[config.mk]
export PLATFORM = sky130hd
export DESIGN_NAME = step_status_top
export DESIGN_NICKNAME = d
export VERILOG_FILES = /design/src/logic/step_status_pkg.sv /design/src/logic/pulse_if.sv /design/src/logic/step_status_top.sv /design/src/logic/status_pulse_gen.sv
export SDC_FILE = /design/constraint.sdc
export NUM_CORES = 1
export LEC_CHECK = 0
export ABC_AREA = 1
export CORE_MARGIN = 8
export CORE_UTILIZATION = 40
export CTS_CLUSTER_SIZE = 25
export DETAILED_ROUTE_END_ITERATION = 8
export DONT_BUFFER_PORTS = 1
export SLEW_MARGIN = 20
export SYNTH_ARGS = -nofsm -noshare
export SYNTH_HDL_FRONTEND = slang
export SYNTH_SLANG_ARGS = --single-unit
[constraint.sdc]
create_clock -name SYS_CLK_I -period 9.06 [get_ports SYS_CLK_I]
set_input_delay 1.812 -clock SYS_CLK_I [delete_from_list [all_inputs] [get_ports SYS_CLK_I]]
set_output_delay 1.812 -clock SYS_CLK_I [all_outputs]
set_load 0.05 [all_outputs]
[src/logic/step_status_pkg.sv]
// constants, register map and types shared by the step status block
package step_status_pkg;

   // ----------------------------------------------------------------
   // timing
   // ----------------------------------------------------------------
   localparam int unsigned CLK_PERIOD_NS      = 25;
   localparam int unsigned TRIG_TIME_UNIT_NS  = 1_000_000;  // trigger time counts in ms
   localparam int unsigned MS_CYCLES_DEFAULT  = TRIG_TIME_UNIT_NS / CLK_PERIOD_NS;
   localparam int unsigned MS_CNT_W           = 16;

   // ----------------------------------------------------------------
   // register byte offsets
   // ----------------------------------------------------------------
   localparam logic [7:0] STEP_CFG_OFS   = 8'h00;
   localparam logic [7:0] WAIT_TIME_OFS  = 8'h04;
   localparam logic [7:0] TRIG_POS_OFS   = 8'h08;
   localparam logic [7:0] TRIG_TIME_OFS  = 8'h0C;
   localparam logic [7:0] PUSH_RATIO_OFS = 8'h10;
   localparam logic [7:0] PUSH_SPEED_OFS = 8'h14;
   localparam logic [7:0] PUSH_POS_OFS   = 8'h18;
   localparam logic [7:0] PUSH_CNT_OFS   = 8'h1C;
   localparam logic [7:0] IRQ_STAT_OFS   = 8'h20;
   localparam logic [7:0] IRQ_MASK_OFS   = 8'h24;
   localparam logic [7:0] STATE_OFS      = 8'h28;

   // ----------------------------------------------------------------
   // field positions
   // ----------------------------------------------------------------
   localparam int unsigned CFG_SEL_LSB     = 0;   // step_output_select, 5 bits
   localparam int unsigned CFG_SEL_W       = 5;
   localparam int unsigned CFG_JUMP_BIT    = 8;
   localparam int unsigned CFG_PUSH_BIT    = 9;   // absolute_push_command
   localparam int unsigned CFG_NONSTOP_BIT = 10;
   localparam int unsigned IRQ_PULSE_BIT   = 0;
   localparam int unsigned IRQ_DONE_BIT    = 1;
   localparam int unsigned IRQ_CONTACT_BIT = 2;
   localparam int unsigned IRQ_W           = 3;
   localparam int unsigned RATIO_W         = 7;
   localparam int unsigned WAIT_W          = 16;

   // ----------------------------------------------------------------
   // reset values and select ranges
   // ----------------------------------------------------------------
   localparam logic [31:0] REG_RESET    = 32'h0000_0000;
   localparam logic [4:0]  SEL_END_BASE  = 5'h08;
   localparam logic [4:0]  SEL_PASS_BASE = 5'h10;

   typedef enum logic [2:0] {
      PUSH_IDLE    = 3'b000,
      PUSH_POSN    = 3'b001,
      PUSH_FORCE   = 3'b010,
      PUSH_HOLD    = 3'b011,
      PUSH_NONSTOP = 3'b100
   } push_state_type;

endpackage

[src/logic/pulse_if.sv]
// carrier between the step sequencer and the status pulse generator
`timescale 1ns/1ps
interface pulse_if;
   logic                                    fire;   // start a new pulse
   logic [2:0]                              code;   // step_status_code
   logic [step_status_pkg::MS_CNT_W-1:0]    width;  // pulse width in ms
   logic [2:0]                              lines;  // step_status_line2..0
   logic                                    busy;   // pulse in progress

   modport gen (input fire, input code, input width, output lines, output busy);
   modport ctl (output fire, output code, output width, input lines, input busy);
endinterface

[src/logic/step_status_top.sv]
// table step status outputs and push motion sequencer
`timescale 1ns/1ps
module step_status_top #(
   parameter int unsigned MS_CYCLES = step_status_pkg::MS_CYCLES_DEFAULT  // clocks per ms
) (
   input  wire logic        SYS_CLK_I,      // 40 MHz clock
   input  wire logic        SRST_I,         // synchronous reset, high
   input  wire logic [7:0]  ADDR_I,         // register byte address
   input  wire logic [31:0] WDATA_I,        // write data
   input  wire logic        WR_I,           // write strobe
   input  wire logic        RD_I,           // read strobe
   output logic      [31:0] RDATA_O,        // read data, cycle after RD_I
   input  wire logic        STEP_START_I,   // step motion begins, pulse
   input  wire logic        STEP_DONE_I,    // step motion complete, pulse
   input  wire logic [31:0] POS_I,          // axis position, signed pulses
   input  wire logic        CONTACT_I,      // workpiece detected
   input  wire logic        STOP_CMD_I,     // stop command, pulse
   output logic      [2:0]  STATUS_LINES_O, // step_status_line2..0
   output logic             PUSH_ACTIVE_O,  // force control applied
   output logic             MOTOR_HALT_O,   // stop mode hold after contact
   output logic      [6:0]  FORCE_RATIO_O,  // push force ratio, percent
   output logic      [31:0] PUSH_SPEED_O,   // push speed, pps
   output logic      [31:0] NONSTOP_CNT_O,  // non-stop pulse count
   output logic             IRQ_O           // level interrupt
);
   import step_status_pkg::*;

   // ----------------------------------------------------------------
   // helpers
   // ----------------------------------------------------------------
   function automatic logic [31:0] mag(input logic [31:0] v);
      return v[31] ? (~v + 32'h0000_0001) : v;
   endfunction

   function automatic logic sel_off(input logic [4:0] s);
      return s[2:0] == 3'b000 || s > 5'h17;
   endfunction

   // ----------------------------------------------------------------
   // registers
   // ----------------------------------------------------------------
   logic [31:0]          step_cfg, wait_time, trig_pos, trig_time;
   logic [31:0]          push_ratio, push_speed, push_pos, push_cnt;
   logic [IRQ_W-1:0]     irq_stat, irq_mask;
   logic [31:0]          rdata;
   logic [31:0]          next_step_cfg, next_wait_time, next_trig_pos, next_trig_time;
   logic [31:0]          next_push_ratio, next_push_speed, next_push_pos, next_push_cnt;
   logic [IRQ_W-1:0]     next_irq_stat, next_irq_mask;
   logic [31:0]          next_rdata;
   logic [IRQ_W-1:0]     events;

   logic [4:0] sel;
   assign sel = step_cfg[CFG_SEL_LSB +: CFG_SEL_W];

   // ----------------------------------------------------------------
   // step status sequencing
   // ----------------------------------------------------------------
   pulse_if pif ();

   logic        running, pass_armed;
   logic [4:0]  cur_sel;
   logic [31:0] start_pos;
   logic        next_running, next_pass_armed;
   logic [4:0]  next_cur_sel;
   logic [31:0] next_start_pos;
   logic [31:0] travel;
   logic        pass_hit, end_suppress;

   assign travel       = POS_I - start_pos;
   assign pass_hit     = pass_armed && mag(travel) >= mag(trig_pos);
   // jump with zero wait drops end code
   assign end_suppress = step_cfg[CFG_JUMP_BIT] && wait_time[WAIT_W-1:0] == '0;

   always_comb begin
      next_running    = running;
      next_pass_armed = pass_armed;
      next_cur_sel    = cur_sel;
      next_start_pos  = start_pos;
      pif.fire        = 1'b0;
      pif.code        = sel[2:0];
      pif.width       = trig_time[MS_CNT_W-1:0];
      if (STEP_START_I) begin
         next_running    = 1'b1;
         next_cur_sel    = sel;
         next_start_pos  = POS_I;
         next_pass_armed = !sel_off(sel) && sel >= SEL_PASS_BASE;
         pif.fire        = !sel_off(sel) && sel < SEL_END_BASE;
         pif.code        = sel[2:0];
      end else if (STEP_DONE_I && running) begin
         next_running    = 1'b0;
         next_pass_armed = 1'b0;
         pif.fire        = !sel_off(cur_sel) && cur_sel >= SEL_END_BASE
                           && cur_sel < SEL_PASS_BASE && !end_suppress;
         pif.code        = cur_sel[2:0];
      end else if (pass_hit) begin
         next_pass_armed = 1'b0;
         pif.fire        = 1'b1;
         pif.code        = cur_sel[2:0];
      end
   end

   always_ff @(posedge SYS_CLK_I) begin
      if (SRST_I) begin
         running    <= 1'b0;
         pass_armed <= 1'b0;
         cur_sel    <= 5'h00;
         start_pos  <= 32'h0000_0000;
      end else begin
         running    <= next_running;
         pass_armed <= next_pass_armed;
         cur_sel    <= next_cur_sel;
         start_pos  <= next_start_pos;
      end
   end

   // pulse timing lives apart so the long ms prescaler is not in this file
   status_pulse_gen #(.MS_CYCLES(MS_CYCLES)) u_pulse (
      .clk_i  (SYS_CLK_I),
      .srst_i (SRST_I),
      .pif    (pif.gen)
   );

   assign STATUS_LINES_O = pif.lines;

   // ----------------------------------------------------------------
   // push motion
   // ----------------------------------------------------------------
   push_state_type push_state, next_push_state;

   always_comb begin
      next_push_state = push_state;
      case (push_state)
         PUSH_IDLE: begin
            if (STEP_START_I && step_cfg[CFG_PUSH_BIT]) begin
               next_push_state = PUSH_POSN;
            end
         end
         PUSH_POSN: begin
            if (mag(POS_I - start_pos) >= mag(push_pos - start_pos)) begin
               next_push_state = PUSH_FORCE;
            end
         end
         PUSH_FORCE: begin
            if (CONTACT_I) begin
               next_push_state = step_cfg[CFG_NONSTOP_BIT] ? PUSH_NONSTOP : PUSH_HOLD;
            end
         end
         PUSH_HOLD, PUSH_NONSTOP: begin
            if (STOP_CMD_I) begin
               next_push_state = PUSH_IDLE;
            end else if (STEP_START_I) begin
               next_push_state = step_cfg[CFG_PUSH_BIT] ? PUSH_POSN : PUSH_IDLE;
            end
         end
         default: next_push_state = PUSH_IDLE;
      endcase
      if (STOP_CMD_I) begin
         next_push_state = PUSH_IDLE;
      end
   end

   always_ff @(posedge SYS_CLK_I) begin
      if (SRST_I) begin
         push_state <= PUSH_IDLE;
      end else begin
         push_state <= next_push_state;
      end
   end

   assign PUSH_ACTIVE_O = push_state == PUSH_FORCE || push_state == PUSH_HOLD
                          || push_state == PUSH_NONSTOP;
   assign MOTOR_HALT_O  = push_state == PUSH_HOLD;
   assign FORCE_RATIO_O = push_ratio[RATIO_W-1:0];
   assign PUSH_SPEED_O  = push_speed;
   assign NONSTOP_CNT_O = push_cnt;

   // ----------------------------------------------------------------
   // register bus and interrupts
   // ----------------------------------------------------------------
   assign events[IRQ_PULSE_BIT]   = pif.fire;
   assign events[IRQ_DONE_BIT]    = STEP_DONE_I && running;
   assign events[IRQ_CONTACT_BIT] = push_state == PUSH_FORCE && CONTACT_I;

   always_comb begin
      next_step_cfg   = step_cfg;
      next_wait_time  = wait_time;
      next_trig_pos   = trig_pos;
      next_trig_time  = trig_time;
      next_push_ratio = push_ratio;
      next_push_speed = push_speed;
      next_push_pos   = push_pos;
      next_push_cnt   = push_cnt;
      next_irq_mask   = irq_mask;
      next_rdata      = 32'h0000_0000;
      next_irq_stat   = irq_stat;
      if (WR_I) begin
         case (ADDR_I)
            STEP_CFG_OFS:   next_step_cfg   = {21'h0_0000, WDATA_I[10:8], 3'h0, WDATA_I[4:0]};
            WAIT_TIME_OFS:  next_wait_time  = {16'h0000, WDATA_I[15:0]};
            TRIG_POS_OFS:   next_trig_pos   = WDATA_I;
            TRIG_TIME_OFS:  next_trig_time  = {16'h0000, WDATA_I[15:0]};
            PUSH_RATIO_OFS: next_push_ratio = {25'h000_0000, WDATA_I[6:0]};
            PUSH_SPEED_OFS: next_push_speed = WDATA_I;
            PUSH_POS_OFS:   next_push_pos   = WDATA_I;
            PUSH_CNT_OFS:   next_push_cnt   = WDATA_I;
            IRQ_MASK_OFS:   next_irq_mask   = WDATA_I[IRQ_W-1:0];
            default:        next_rdata      = 32'h0000_0000;
         endcase
      end
      if (RD_I) begin
         case (ADDR_I)
            STEP_CFG_OFS:   next_rdata = step_cfg;
            WAIT_TIME_OFS:  next_rdata = wait_time;
            TRIG_POS_OFS:   next_rdata = trig_pos;
            TRIG_TIME_OFS:  next_rdata = trig_time;
            PUSH_RATIO_OFS: next_rdata = push_ratio;
            PUSH_SPEED_OFS: next_rdata = push_speed;
            PUSH_POS_OFS:   next_rdata = push_pos;
            PUSH_CNT_OFS:   next_rdata = push_cnt;
            IRQ_STAT_OFS: begin
               next_rdata    = {29'h0000_0000, irq_stat};
               next_irq_stat = '0;
            end
            IRQ_MASK_OFS:   next_rdata = {29'h0000_0000, irq_mask};
            STATE_OFS:      next_rdata = {24'h00_0000, running, push_state, pif.busy, pif.lines};
            default:        next_rdata = 32'h0000_0000;
         endcase
      end
      // events win over a clearing read
      next_irq_stat = next_irq_stat | events;
   end

   always_ff @(posedge SYS_CLK_I) begin
      if (SRST_I) begin
         step_cfg   <= REG_RESET;
         wait_time  <= REG_RESET;
         trig_pos   <= REG_RESET;
         trig_time  <= REG_RESET;
         push_ratio <= REG_RESET;
         push_speed <= REG_RESET;
         push_pos   <= REG_RESET;
         push_cnt   <= REG_RESET;
         irq_stat   <= '0;
         irq_mask   <= '0;
         rdata      <= REG_RESET;
      end else begin
         step_cfg   <= next_step_cfg;
         wait_time  <= next_wait_time;
         trig_pos   <= next_trig_pos;
         trig_time  <= next_trig_time;
         push_ratio <= next_push_ratio;
         push_speed <= next_push_speed;
         push_pos   <= next_push_pos;
         push_cnt   <= next_push_cnt;
         irq_stat   <= next_irq_stat;
         irq_mask   <= next_irq_mask;
         rdata      <= next_rdata;
      end
   end

   assign RDATA_O = rdata;
   assign IRQ_O   = |(irq_stat & irq_mask);
endmodule // step_status_top

[src/logic/status_pulse_gen.sv]
// timed pulse generator for the three step status lines
`timescale 1ns/1ps
module status_pulse_gen #(
   parameter int unsigned MS_CYCLES = step_status_pkg::MS_CYCLES_DEFAULT
) (
   input  wire logic clk_i,   // system clock
   input  wire logic srst_i,  // synchronous reset, active high
   pulse_if.gen      pif      // pulse request and lines
);
   import step_status_pkg::*;

   logic [2:0]          lines;
   logic                busy;
   logic [MS_CNT_W-1:0] tick_cnt;
   logic [MS_CNT_W-1:0] ms_left;
   logic [2:0]          next_lines;
   logic                next_busy;
   logic [MS_CNT_W-1:0] next_tick_cnt;
   logic [MS_CNT_W-1:0] next_ms_left;
   logic                tick_end;

   assign tick_end = (tick_cnt == MS_CNT_W'(MS_CYCLES - 1));

   always_comb begin
      next_lines    = lines;
      next_busy     = busy;
      next_tick_cnt = tick_cnt;
      next_ms_left  = ms_left;
      if (pif.fire) begin
         next_tick_cnt = '0;
         next_ms_left  = pif.width;
         // a zero width gives no pulse at all
         next_busy     = (pif.width != '0);
         next_lines    = (pif.width != '0) ? pif.code : 3'b000;
      end else if (busy) begin
         if (tick_end) begin
            next_tick_cnt = '0;
            next_ms_left  = ms_left - MS_CNT_W'(1);
            if (ms_left == MS_CNT_W'(1)) begin
               next_busy  = 1'b0;
               next_lines = 3'b000;
            end
         end else begin
            next_tick_cnt = tick_cnt + MS_CNT_W'(1);
         end
      end
   end

   always_ff @(posedge clk_i) begin
      if (srst_i) begin
         lines    <= 3'b000;
         busy     <= 1'b0;
         tick_cnt <= '0;
         ms_left  <= '0;
      end else begin
         lines    <= next_lines;
         busy     <= next_busy;
         tick_cnt <= next_tick_cnt;
         ms_left  <= next_ms_left;
      end
   end

   assign pif.lines = lines;
   assign pif.busy  = busy;
endmodule // status_pulse_gen

After elaboration in Yosys (flattened, before gate mapping) --
Cells that the tools add are included.
Word-level totals: register bits 291, bits of input ports 80, output and inout bits 109
Operators by class: add/subtract/negate cells 7, $lt $le $gt $ge 8, eq/ne operators 20, multiplexer cells 37, bitwise gates (word level) 6, reductions and logical operators 45
Operators with widths (number):
- $pmux W32 S11 | 1
- $add A32 B1 Y32 const B | 3
- $mux W32 | 3
- $not A32 Y32 | 3
- $ge A32 B32 Y1 | 2
- $mux W16 | 4
- $sub A32 B32 Y32 | 2
- $mux W3 | 15
- $eq A8 B5 Y1 const B | 4
- $eq A8 B6 Y1 const B | 3
- $reduce_and A2 Y1 | 10
- $add A16 B1 Y16 const B | 1
- $eq A16 B1 Y1 const B | 1
- $eq A16 B16 Y1 const B | 1
- $eq A8 B4 Y1 const B | 2
- $logic_not A16 Y1 | 1
- $reduce_bool A16 Y1 | 1
- $sub A16 B1 Y16 const B | 1
- $mux W1 | 13
- $pmux W3 S4 | 1
- $gt A5 B5 Y1 const B | 2
- $logic_and A1 B1 Y1 | 10
- $logic_not A3 Y1 | 3
- $eq A8 B3 Y1 const B | 1
- 20 further kinds | 35

Longest topological paths before layout --
Gate-level depths: netlist of run 1.
depth after elaboration 11, depth in mapped cells 39, gate-level depth less buffers 38

By module --
Synthesis of run 1 repeated with hierarchy kept, for this count alone.
Unflattened totals: cells, all modules 3358, area, all modules 20941.3 um^2
Modules (own cells, without submodules):
- step_status_top | instances 1, cells an instance 3013, area each 18753.0 um^2, seq. area each 5104.9 um^2
- status_pulse_gen | instances 1, cells an instance 345, area each 2188.3 um^2, seq. area each 720.7 um^2

Worst setup path before layout of run 1 --
OpenSTA, ideal clock, no wires.
kind in2reg, from input POS_I[0], to register u_pulse.tick_cnt[0], library setup time 0.078 ns, arrival 5.513 ns, path slack 3.469 ns, stages 37, path through inv_1 ha_1 inv_1 fa_1 inv_1 ha_1 nand2_1 nand3b_1 nor2_1 nand2_1 inv_1 nand2_1 nor2_2 nand3_2 nor2_4 nand3_1 nand2_1 nand2_1 nand2_1 inv_1 ha_1 nand2_1 inv_1 o21ai_1 nand2_1 nand2_1 o211ai_1 a21oi_1 nand2_1 nand2_1 nand2_1 nand3_1 nand2_1 nor2_1 inv_1 buf_2 nor3_1
Between the ends: longest elaborated chain between the ends 10
Ends and longest elaborated chain:
- start, declared | line step_status_top.sv:15 | input wire logic [31:0] POS_I,
- $sub A32 B32 Y32 (*) | line step_status_top.sv:69 | assign travel = POS_I - start_pos;
- $not A32 Y32 | line step_status_top.sv:32 | return v[31] ? (~v + 32'h0000_0001) : v;
- $add A32 B1 Y32 | line step_status_top.sv:32
- $mux W32 (*) | line step_status_top.sv:32
- $ge A32 B32 Y1 (*) | line step_status_top.sv:70 | assign pass_hit = pass_armed && mag(travel) >= mag(trig_pos);
- $logic_and A1 B1 Y1 (*) | line step_status_top.sv:70
- $mux W1 (*) | line step_status_top.sv:95 | end else if (pass_hit) begin
- $mux W1 (*) | line step_status_top.sv:89 | end else if (STEP_DONE_I && running) begin
- $mux W1 (*) | line step_status_top.sv:82 | if (STEP_START_I) begin
- $reduce_or A2 Y1 (no line) (*)
- end signal, assigned | line status_pulse_gen.sv:58 | tick_cnt <= next_tick_cnt;
- end, declared | line status_pulse_gen.sv:14 | logic [MS_CNT_W-1:0] tick_cnt;
Mark *: on every way between the ends. The rest lies on a longest branch, timed or not. A chain may end at the register's enable or synchronous reset.

Worst setup path in the final report of run 1 --
from input POS_I[0], to register u_pulse.busy, in the netlist u_pulse.pif.busy
Between the ends: longest elaborated chain between the ends 10
Ends and longest elaborated chain:
- $sub A32 B32 Y32 (*) | line step_status_top.sv:69
- $not A32 Y32 | line step_status_top.sv:32
- $add A32 B1 Y32 | line step_status_top.sv:32
- $mux W32 (*) | line step_status_top.sv:32
- $ge A32 B32 Y1 (*) | line step_status_top.sv:70
- $logic_and A1 B1 Y1 (*) | line step_status_top.sv:70
- $mux W1 (*) | line step_status_top.sv:95
- $mux W1 (*) | line step_status_top.sv:89
- $mux W1 (*) | line step_status_top.sv:82
- $mux W1 (*) | line status_pulse_gen.sv:29 | if (pif.fire) begin
- end signal, assigned | line status_pulse_gen.sv:57 | busy <= next_busy;
- end, declared | line status_pulse_gen.sv:13 | logic busy;
Marks and branches as above.

==> metrics.md, run 1 <==
| Metric | Value |
|---|---|
| Vias in the first global route | 19300 |
| Via count | 20900 |
| Post-Syn Area | 20800 um^2 |
| Hold Slack | 0.481 ns |
| Post-CTS setup buffers | 0 |
| Dpl ws | 1.81 ns |
| Post-layout net count | 3445 |
| Crit path max-delay cell type | nand2_1 |
| Root buffer cell | clkbuf_16 |
| Setup Skew | 0.0184 ns |
| Iteration-0 DRC count of the detailed router | 2001 |
| Top Ports | 189 |
| First-pass GRT wire length | 114000 um |
| Worst hold path class | register to register |
| Syn_area_per_cell | 6.33 um^2 |
| H-tree depth | 2 |
| Netlist cell types | 51 |
| CP Data Required Time | 9.52 ns |
| RSZ-0062 raised after global routing | no |
| Final WS setup | 2.34 ns |
| Post-synth ARST share | 0 |
| PD cells | 162 nW/um^2 |
| Layout Cells excl Fill | 3932 |
| Static Leakage | 0.00991 uW |
| Max clock buf depth | 3 |
| CP max stage delay | 0.46 ns |
| Initial antenna violation count | 1 |
| CTS tree | built |
| # fillers | 5499 |
| Final Core Density | 0.436 |
| Max Transition Viols Final | 0 |
| #FFs+latches synth | 291 |
| Predominant post-synthesis flop cell | dfxtp_1 |
| DP Cell Count | 3874 |
| Routed Antenna Nets | 0 |
| DP HPWL | 58200 um |
| Vias per inst | 5.32 |
| Synth Net Count | 3496 |
| Core Rows | 83 |
| CTS clock-pin slew for the worst setup and hold paths | 0.06 ns |
| CTS Hold Bufs | 0 |
| WL/cell | 18.7 um |
| Crit path DAT | 7.18 ns |
| Global placement routability congestion | 0.965 |
| Antenna diodes | 0 |
| WS Path Type | input pin to register |
| Total GRT Usage | 0.238 |
| CTS Buf Count | 35 |
| Relative slew slack | 0.236 |
| Setup crit start kind | input pin |
| Most frequent CP cell | nand2_1 |
| Final setup vio count | 0 |
| Post-CTS sizing | 0 |
| Worst slew pin tran | 1.14 ns |
| Capturing element type of the critical path | register |
| CTS Sinks | 291 |
| Routed WL | 73500 um |
| Port-buffer cells | 0 |
| Starting Density | 0.404 |
| Clk_lat worst skew | 0.55 ns |
| Post-synth EDFFs | 0 |
| Seq/Total Area, Yosys | 0.280 |
| Fin crit period | 6.72 ns |
| Area Growth Syn to Fin | 7.90% |
| Worst Path Max Fanout | 31 |
| Yosys warns | 0 |
| Core area | 51400 um^2 |
| Fraction of layout cells with a size suffix above 1 | 0.0566 |
| Largest net degree at the start of global routing | 107 |
| Die H | 244 um |
| First-pass detailed-route iteration total | 7 |
| Grt total ovfl | 0 |
| Residual DRC count | 0 |
| Max rail drop VDD | 0.000147 V |
| Fin. Hold Viols | 0 |
| Maximum clock frequency | 0.149 GHz |
| Fin Setup TNS | 0 ns |
| Final clock period utilization by the worst path | 0.742 |
| Status | finished, final reports clean |
| Max Cap Viol | 0 |
| Die area | 59500 um^2 |
| Die width | 244 um |
| Mapped Cells | 3282 |
==> final timing paths <==
kind,startpoint,to,slack (ns),cells past startpoint
setup / recovery,POS_I[0],u_pulse.pif.busy,2.34,35
hold / removal,irq_stat[1],irq_stat[1],0.48,2
setup reg to reg,start_pos[0],u_pulse.pif.busy,3.28,34
hold reg to reg,irq_stat[1],irq_stat[1],0.48,2
==> worst max-delay path, delay by kind of cell <==
| kind | cells | cell delay [ns] |
|---|---|---|
| simple gates | 23 | 3.07 |
| fa+ha+maj | 3 | 0.89 |
| buf+inv | 5 | 0.76 |
| compound gates | 4 | 0.64 |
==> metal layers <==
metal / vias to the layer above / share of wire / GRT usage
met3: 104 / 0.072 / 0.0479
met4: 0 / 0.044 / 0.0997
li1: 10700 / - / -
met1: 9457 / 0.42 / 0.301
met5: - / 0 / 0
met2: 711 / 0.46 / 0.394
==> power breakdown <==
part           switching (uW)  internal, uW
Sequential               12.8          1300
Combinational             630           325
Clock                     575           799
Total                    1220          2420
==> area by class of cell <==
class	count	area, um^2	share of cell area
inverter	511	1920	0.0856
clock buffer	49	958	0.0427
tap	680	851	0.0379
multi-input combinational	2378	12700	0.564
clock inverter	9	120	0.00535
timing repair buffer	14	105	0.00469
sequential	291	5830	0.260
==> per-stage QoR <==
stage / cell area [um^2] / power (uW)
6_report: 22400 / 3640
4_1_cts: 22400 / 3650
5_1_grt: 22400 / 3870
3_3_place_gp: 21300 / 2280
2_1_floorplan: 20800 / 2070
3_5_place_dp: 21300 / 2280
==> kinds of logic after synthesis <==
family          after synthesis  share of synthesized area
buf+inv                     613                      0.112
fa+ha+maj                   134                     0.0814
compound gates              682                      0.177
flops                       291                      0.280
xor+xnor                     92                     0.0391
simple gates               1470                      0.310
==> flip-flops by register name, summed over array words and instances, names as in the netlist, 8 cells and up <==
register,flops
step_cfg,8
trig_time,16
NONSTOP_CNT_O,32
push_pos,32
trig_pos,32
u_pulse.ms_left,16
u_pulse.tick_cnt,16
RDATA_O,32
wait_time,16
start_pos,32
PUSH_SPEED_O,32
==> cells in the mapped netlist (2+ instances only) <==
library cell | count | share of area
nand2_1 | 736 | 0.13
inv_1 | 486 | 0.088
a21oi_1 | 317 | 0.076
nor2_1 | 302 | 0.055
dfxtp_1 | 291 | 0.28
o21ai_0 | 257 | 0.062
nand3_1 | 195 | 0.047
ha_1 | 132 | 0.079
clkbuf_1 | 87 | 0.016
xor2_1 | 76 | 0.032
nand4_1 | 65 | 0.020
nor3_1 | 42 | 0.010
o22ai_1 | 39 | 0.012
nand2_2 | 36 | 0.011
a221oi_1 | 32 | 0.013
nor2_2 | 21 | 0.0063
inv_2 | 20 | 0.0036
nand3b_1 | 19 | 0.0069
xnor2_1 | 15 | 0.0063
nor4_1 | 14 | 0.0042
nor3_2 | 10 | 0.0048
nand3_2 | 8 | 0.0039
a31oi_1 | 7 | 0.0021
buf_2 | 7 | 0.0017
nor2_4 | 6 | 0.0032
o21bai_1 | 6 | 0.0022
clkinv_1 | 5 | 0.00090
o21ai_1 | 5 | 0.0012
buf_1 | 4 | 0.00072
or2_2 | 4 | 0.0012
a21oi_2 | 3 | 0.0013
a41oi_1 | 3 | 0.0013
and3_1 | 3 | 0.00090
buf_6 | 3 | 0.0016
o211ai_1 | 3 | 0.0011
o221ai_1 | 3 | 0.0013
and2_1 | 2 | 0.00060
fa_1 | 2 | 0.0019
nand4_2 | 2 | 0.0012
o21a_1 | 2 | 0.00072
o21ai_2 | 2 | 0.00084
==> placed cells by master, fill, tap and decap left out, types with 7 or more instances in the layout <==
cell,instances
nand3b_1,19
clkbuf_16,35
nand3_1,195
nor2_4,7
inv_1,484
nor4_1,14
nand2_2,37
a31oi_1,7
xor2_1,76
nor2_1,301
nand3_2,8
buf_4,14
o22ai_1,39
nand2_1,734
nor3_2,11
nor2_2,21
nand4_1,65
inv_2,22
a21oi_1,317
o21ai_0,257
dfxtp_1,291
a221oi_1,32
clkbuf_1,11
xnor2_1,15
ha_1,132
nor3_1,41
No activity file was read; power rests on OpenSTA's default activity.
==> run 2, diff against run 1 <==
--- a/config.mk
+++ b/config.mk
@@ -5,7 +5,7 @@
 export SDC_FILE = /design/constraint.sdc
 export NUM_CORES = 1
 export LEC_CHECK = 0
-export ABC_AREA = 1
+export ABC_AREA = 0
 export CORE_MARGIN = 8
 export CORE_UTILIZATION = 40
 export CTS_CLUSTER_SIZE = 25
==> constraint.sdc (replaced) <==
create_clock -name SYS_CLK_I -period 5.4 [get_ports SYS_CLK_I]
set_input_delay 1.08 -clock SYS_CLK_I [delete_from_list [all_inputs] [get_ports SYS_CLK_I]]
set_output_delay 1.08 -clock SYS_CLK_I [all_outputs]
set_load 0.05 [all_outputs]
==> run 2 against run 1 <==
Core utilization rose by 7.0 points; the run now ends with negative setup slack left; synthesized cell count decreased by 28%; critical endpoint is now u_pulse.tick_cnt[9]; sequential share of layout area is 1.0 points lower; largest cell class unchanged; flip-flop and latch count unchanged.
==> metrics.md, run 2 <==
| Metric | Value |
|---|---|
| Post-layout net count | 2800 |
| CTS Sinks | 291 |
| M3 GR Usage | 0.0556 |
| Final setup vio count | 35 |
| First-pass GRT wire length | 101000 um |
| Global placement routability congestion | 0.935 |
| Seq/Total Area, Yosys | 0.314 |
| CTS Buf Count | 35 |
| CTS tree | built |
| Post-synth EDFFs | 0 |
| First-pass detailed-route iteration total | 6 |
| Syn_area_per_cell | 7.84 um^2 |
| Initial antenna violation count | 0 |
| Via count | 18600 |
| Grt total ovfl | 0 |
| PD cells | 296 nW/um^2 |
| Antenna diodes | 0 |
| DP Cell Count | 3120 |
| RSZ-0062 raised after global routing | yes |
| Total GRT Usage | 0.236 |
| CTS Hold Bufs | 0 |
| Clk_lat worst skew | 0.57 ns |
| Status | finished with violations |
| Setup Skew | 0.0276 ns |
| WL/cell | 20.7 um |
| Core Rows | 79 |
| Area Growth Syn to Fin | 25.8% |
| Busiest grt layer | met2 |
| CTS clock-pin slew for the worst setup and hold paths | 0.06 ns |
| Mapped Cells | 2367 |
| Yosys warns | 0 |
| Dpl ws | -1.02 ns |
| Static Leakage | 0.00899 uW |
| CP Data Required Time | 5.89 ns |
| Vias in the first global route | 17500 |
| Root buffer cell | clkbuf_16 |
| Max clock buf depth | 3 |
| Count leader, synth | nand2_1 |
| Leading area contributor after synthesis | dfxtp_1 |
| Iteration-0 DRC count of the detailed router | 1672 |
| Most frequent cells in the layout | 459 x nand2_1, 299 x buf_4, 290 x dfxtp_1 |
| Worst Path Max Fanout | 7 |
| Routed Antenna Nets | 0 |
| Die width | 231 um |
| Largest cells by area after synthesis | dfxtp_1 31%, nand2_1 9.4%, ha_1 8.9% |
| Max Transition Viols Final | 0 |
| Final clock period utilization by the worst path | 1.04 |
| Relative slew slack | 0.251 |
| Setup crit start kind | input pin |
| Synth Net Count | 2581 |
| Die H | 231 um |
| Largest net degree at the start of global routing | 244 |
| Core area | 46200 um^2 |
| Max rail drop VDD | 0.000250 V |
| Fin. Hold Viols | 0 |
| Final WS setup | -0.203 ns |
| Worst hold path class | register to register |
| H-tree depth | 2 |
| Met2 usage | 0.364 |
| Residual DRC count | 0 |
| GR Util met1 | 0.323 |
| Fraction of layout cells with a size suffix above 1 | 0.215 |
| Post-synth ARST share | 0 |
| Post-synth top cells | 463 x nand2_1, 291 x dfxtp_1, 274 x a21oi_1 |
| Maximum clock frequency | 0.178 GHz |
| Routed WL | 66600 um |
| DP HPWL | 49800 um |
| WS Path Type | input pin to register |
| Failing checks | negative setup slack |
| Fin crit period | 5.60 ns |
| Commonest non-fill, non-tap cell in the layout | nand2_1 |
| Yosys top cell area share | 0.314 |
| Die area | 53600 um^2 |
| Netlist cell types | 110 |
| Crit path DAT | 6.09 ns |
| Max Cap Viol | 0 |
| Vias per inst | 5.76 |
| Capturing element type of the critical path | register |
| Port-buffer cells | 0 |
| Top Ports | 189 |
| #FFs+latches synth | 291 |
| Worst slew pin tran | 1.11 ns |
| Layout Cells excl Fill | 3219 |
| Starting Density | 0.402 |
| Predominant post-synthesis flop cell | dfxtp_1 |
| Post-Syn Area | 18600 um^2 |
-- run 2: cell count changes after synthesis, moves of 36 or more --
cell | before | now
inv_1 | 486 | 64
nand2_1 | 736 | 463
o21ai_0 | 257 | 69
nand3_1 | 195 | 45
nor2_1 | 302 | 160
a22oi_1 | 0 | 66
xnor2_1 | 15 | 71
mux2i_1 | 0 | 48
a21oi_1 | 317 | 274
a21o_1 | 0 | 41
nand2_2 | 36 | 0
-- run 2: cell families after synthesis --
| logic type | synth area share |
|---|---|
| AOI/OAI and AO/OA | 0.239 |
| xor gates and xnor gates | 0.0789 |
| adders and majority gates | 0.0911 |
| buffers and inverters | 0.0419 |
| DFF | 0.314 |
| muxes | 0.0265 |
| and+or+nand+nor | 0.209 |
-- run 2: repair_timing --
item	CTS	global route
setup endpoints to repair	40	41
pin swaps	36	85
cloned	2	0
setup buffers	11	26
gates resized for setup	43	133
-- run 2: through the flow --
stage | total power (uW) | utilization | hold slack [ns] | area (um^2) | TNS (ns)
after global placement | 4090 | 0.454 | 0.458 | 20900 | -30.92
after detailed placement | 4130 | 0.454 | 0.467 | 20900 | -35.00
after global routing | 7240 | 0.506 | 0.495 | 23400 | -11.23
after CTS | 6720 | 0.488 | 0.475 | 22500 | -3.18
final | 6900 | 0.506 | 0.474 | 23400 | -4.17
after floorplan | 3400 | - | 0.444 | 18700 | -17.42
-- run 2: final timing paths --
path / slack [ns] / cells past startpoint / from / endpoint
max: -0.20 / 26 / POS_I[0] / u_pulse.tick_cnt[9]
min: 0.47 / 2 / wait_time[7] / wait_time[7]
max reg2reg: -0.03 / 25 / start_pos[3] / u_pulse.tick_cnt[9]
min reg2reg: 0.47 / 2 / wait_time[7] / wait_time[7]
-- run 2: critical path: stages --
cell and delay [ns]:
clkinv_16 0.02, ha_4 0.11, inv_2 0.03, fa_2 0.36
a211oi_4 0.30, o211ai_1 0.15, a21oi_2 0.26, a21oi_2 0.11
buf_4 0.14, a21oi_1 0.16, xnor2_1 0.11, or3_4 0.41
or3_4 0.41, nand2_4 0.09, xnor2_2 0.12, ha_1 0.26
a21o_1 0.16, a21o_1 0.15, a21o_1 0.16, a211oi_2 0.21
o21ai_2 0.11, a41o_1 0.27, a21oi_4 0.20, or3b_4 0.43
buf_12 0.17, nor2_4 0.09
-- run 2: layout make-up --
class                      count  area [um^2]
fill                        4370        22800
clock inverter                14          223
tap                          607          759
multi-input combinational   1884        12900
timing repair buffer         310         2400
inverter                      64          267
sequential                   291         5830
clock buffer                  49         1020
-- run 2: where the power goes --
group,leakage [uW],internal [uW],switching [uW]
Clock,0.000602,1490,1020
Sequential,0.00235,2160,14.8
Combinational,0.00604,1120,1100
Total,0.00899,4770,2130
-- run 2: metal layers --
metal  part of all wire  vias to the layer above
li1                   -                     8880
met1               0.44                     8867
met2               0.44                      702
met3              0.090                      104
met4              0.030                        0
met5                  0                        -
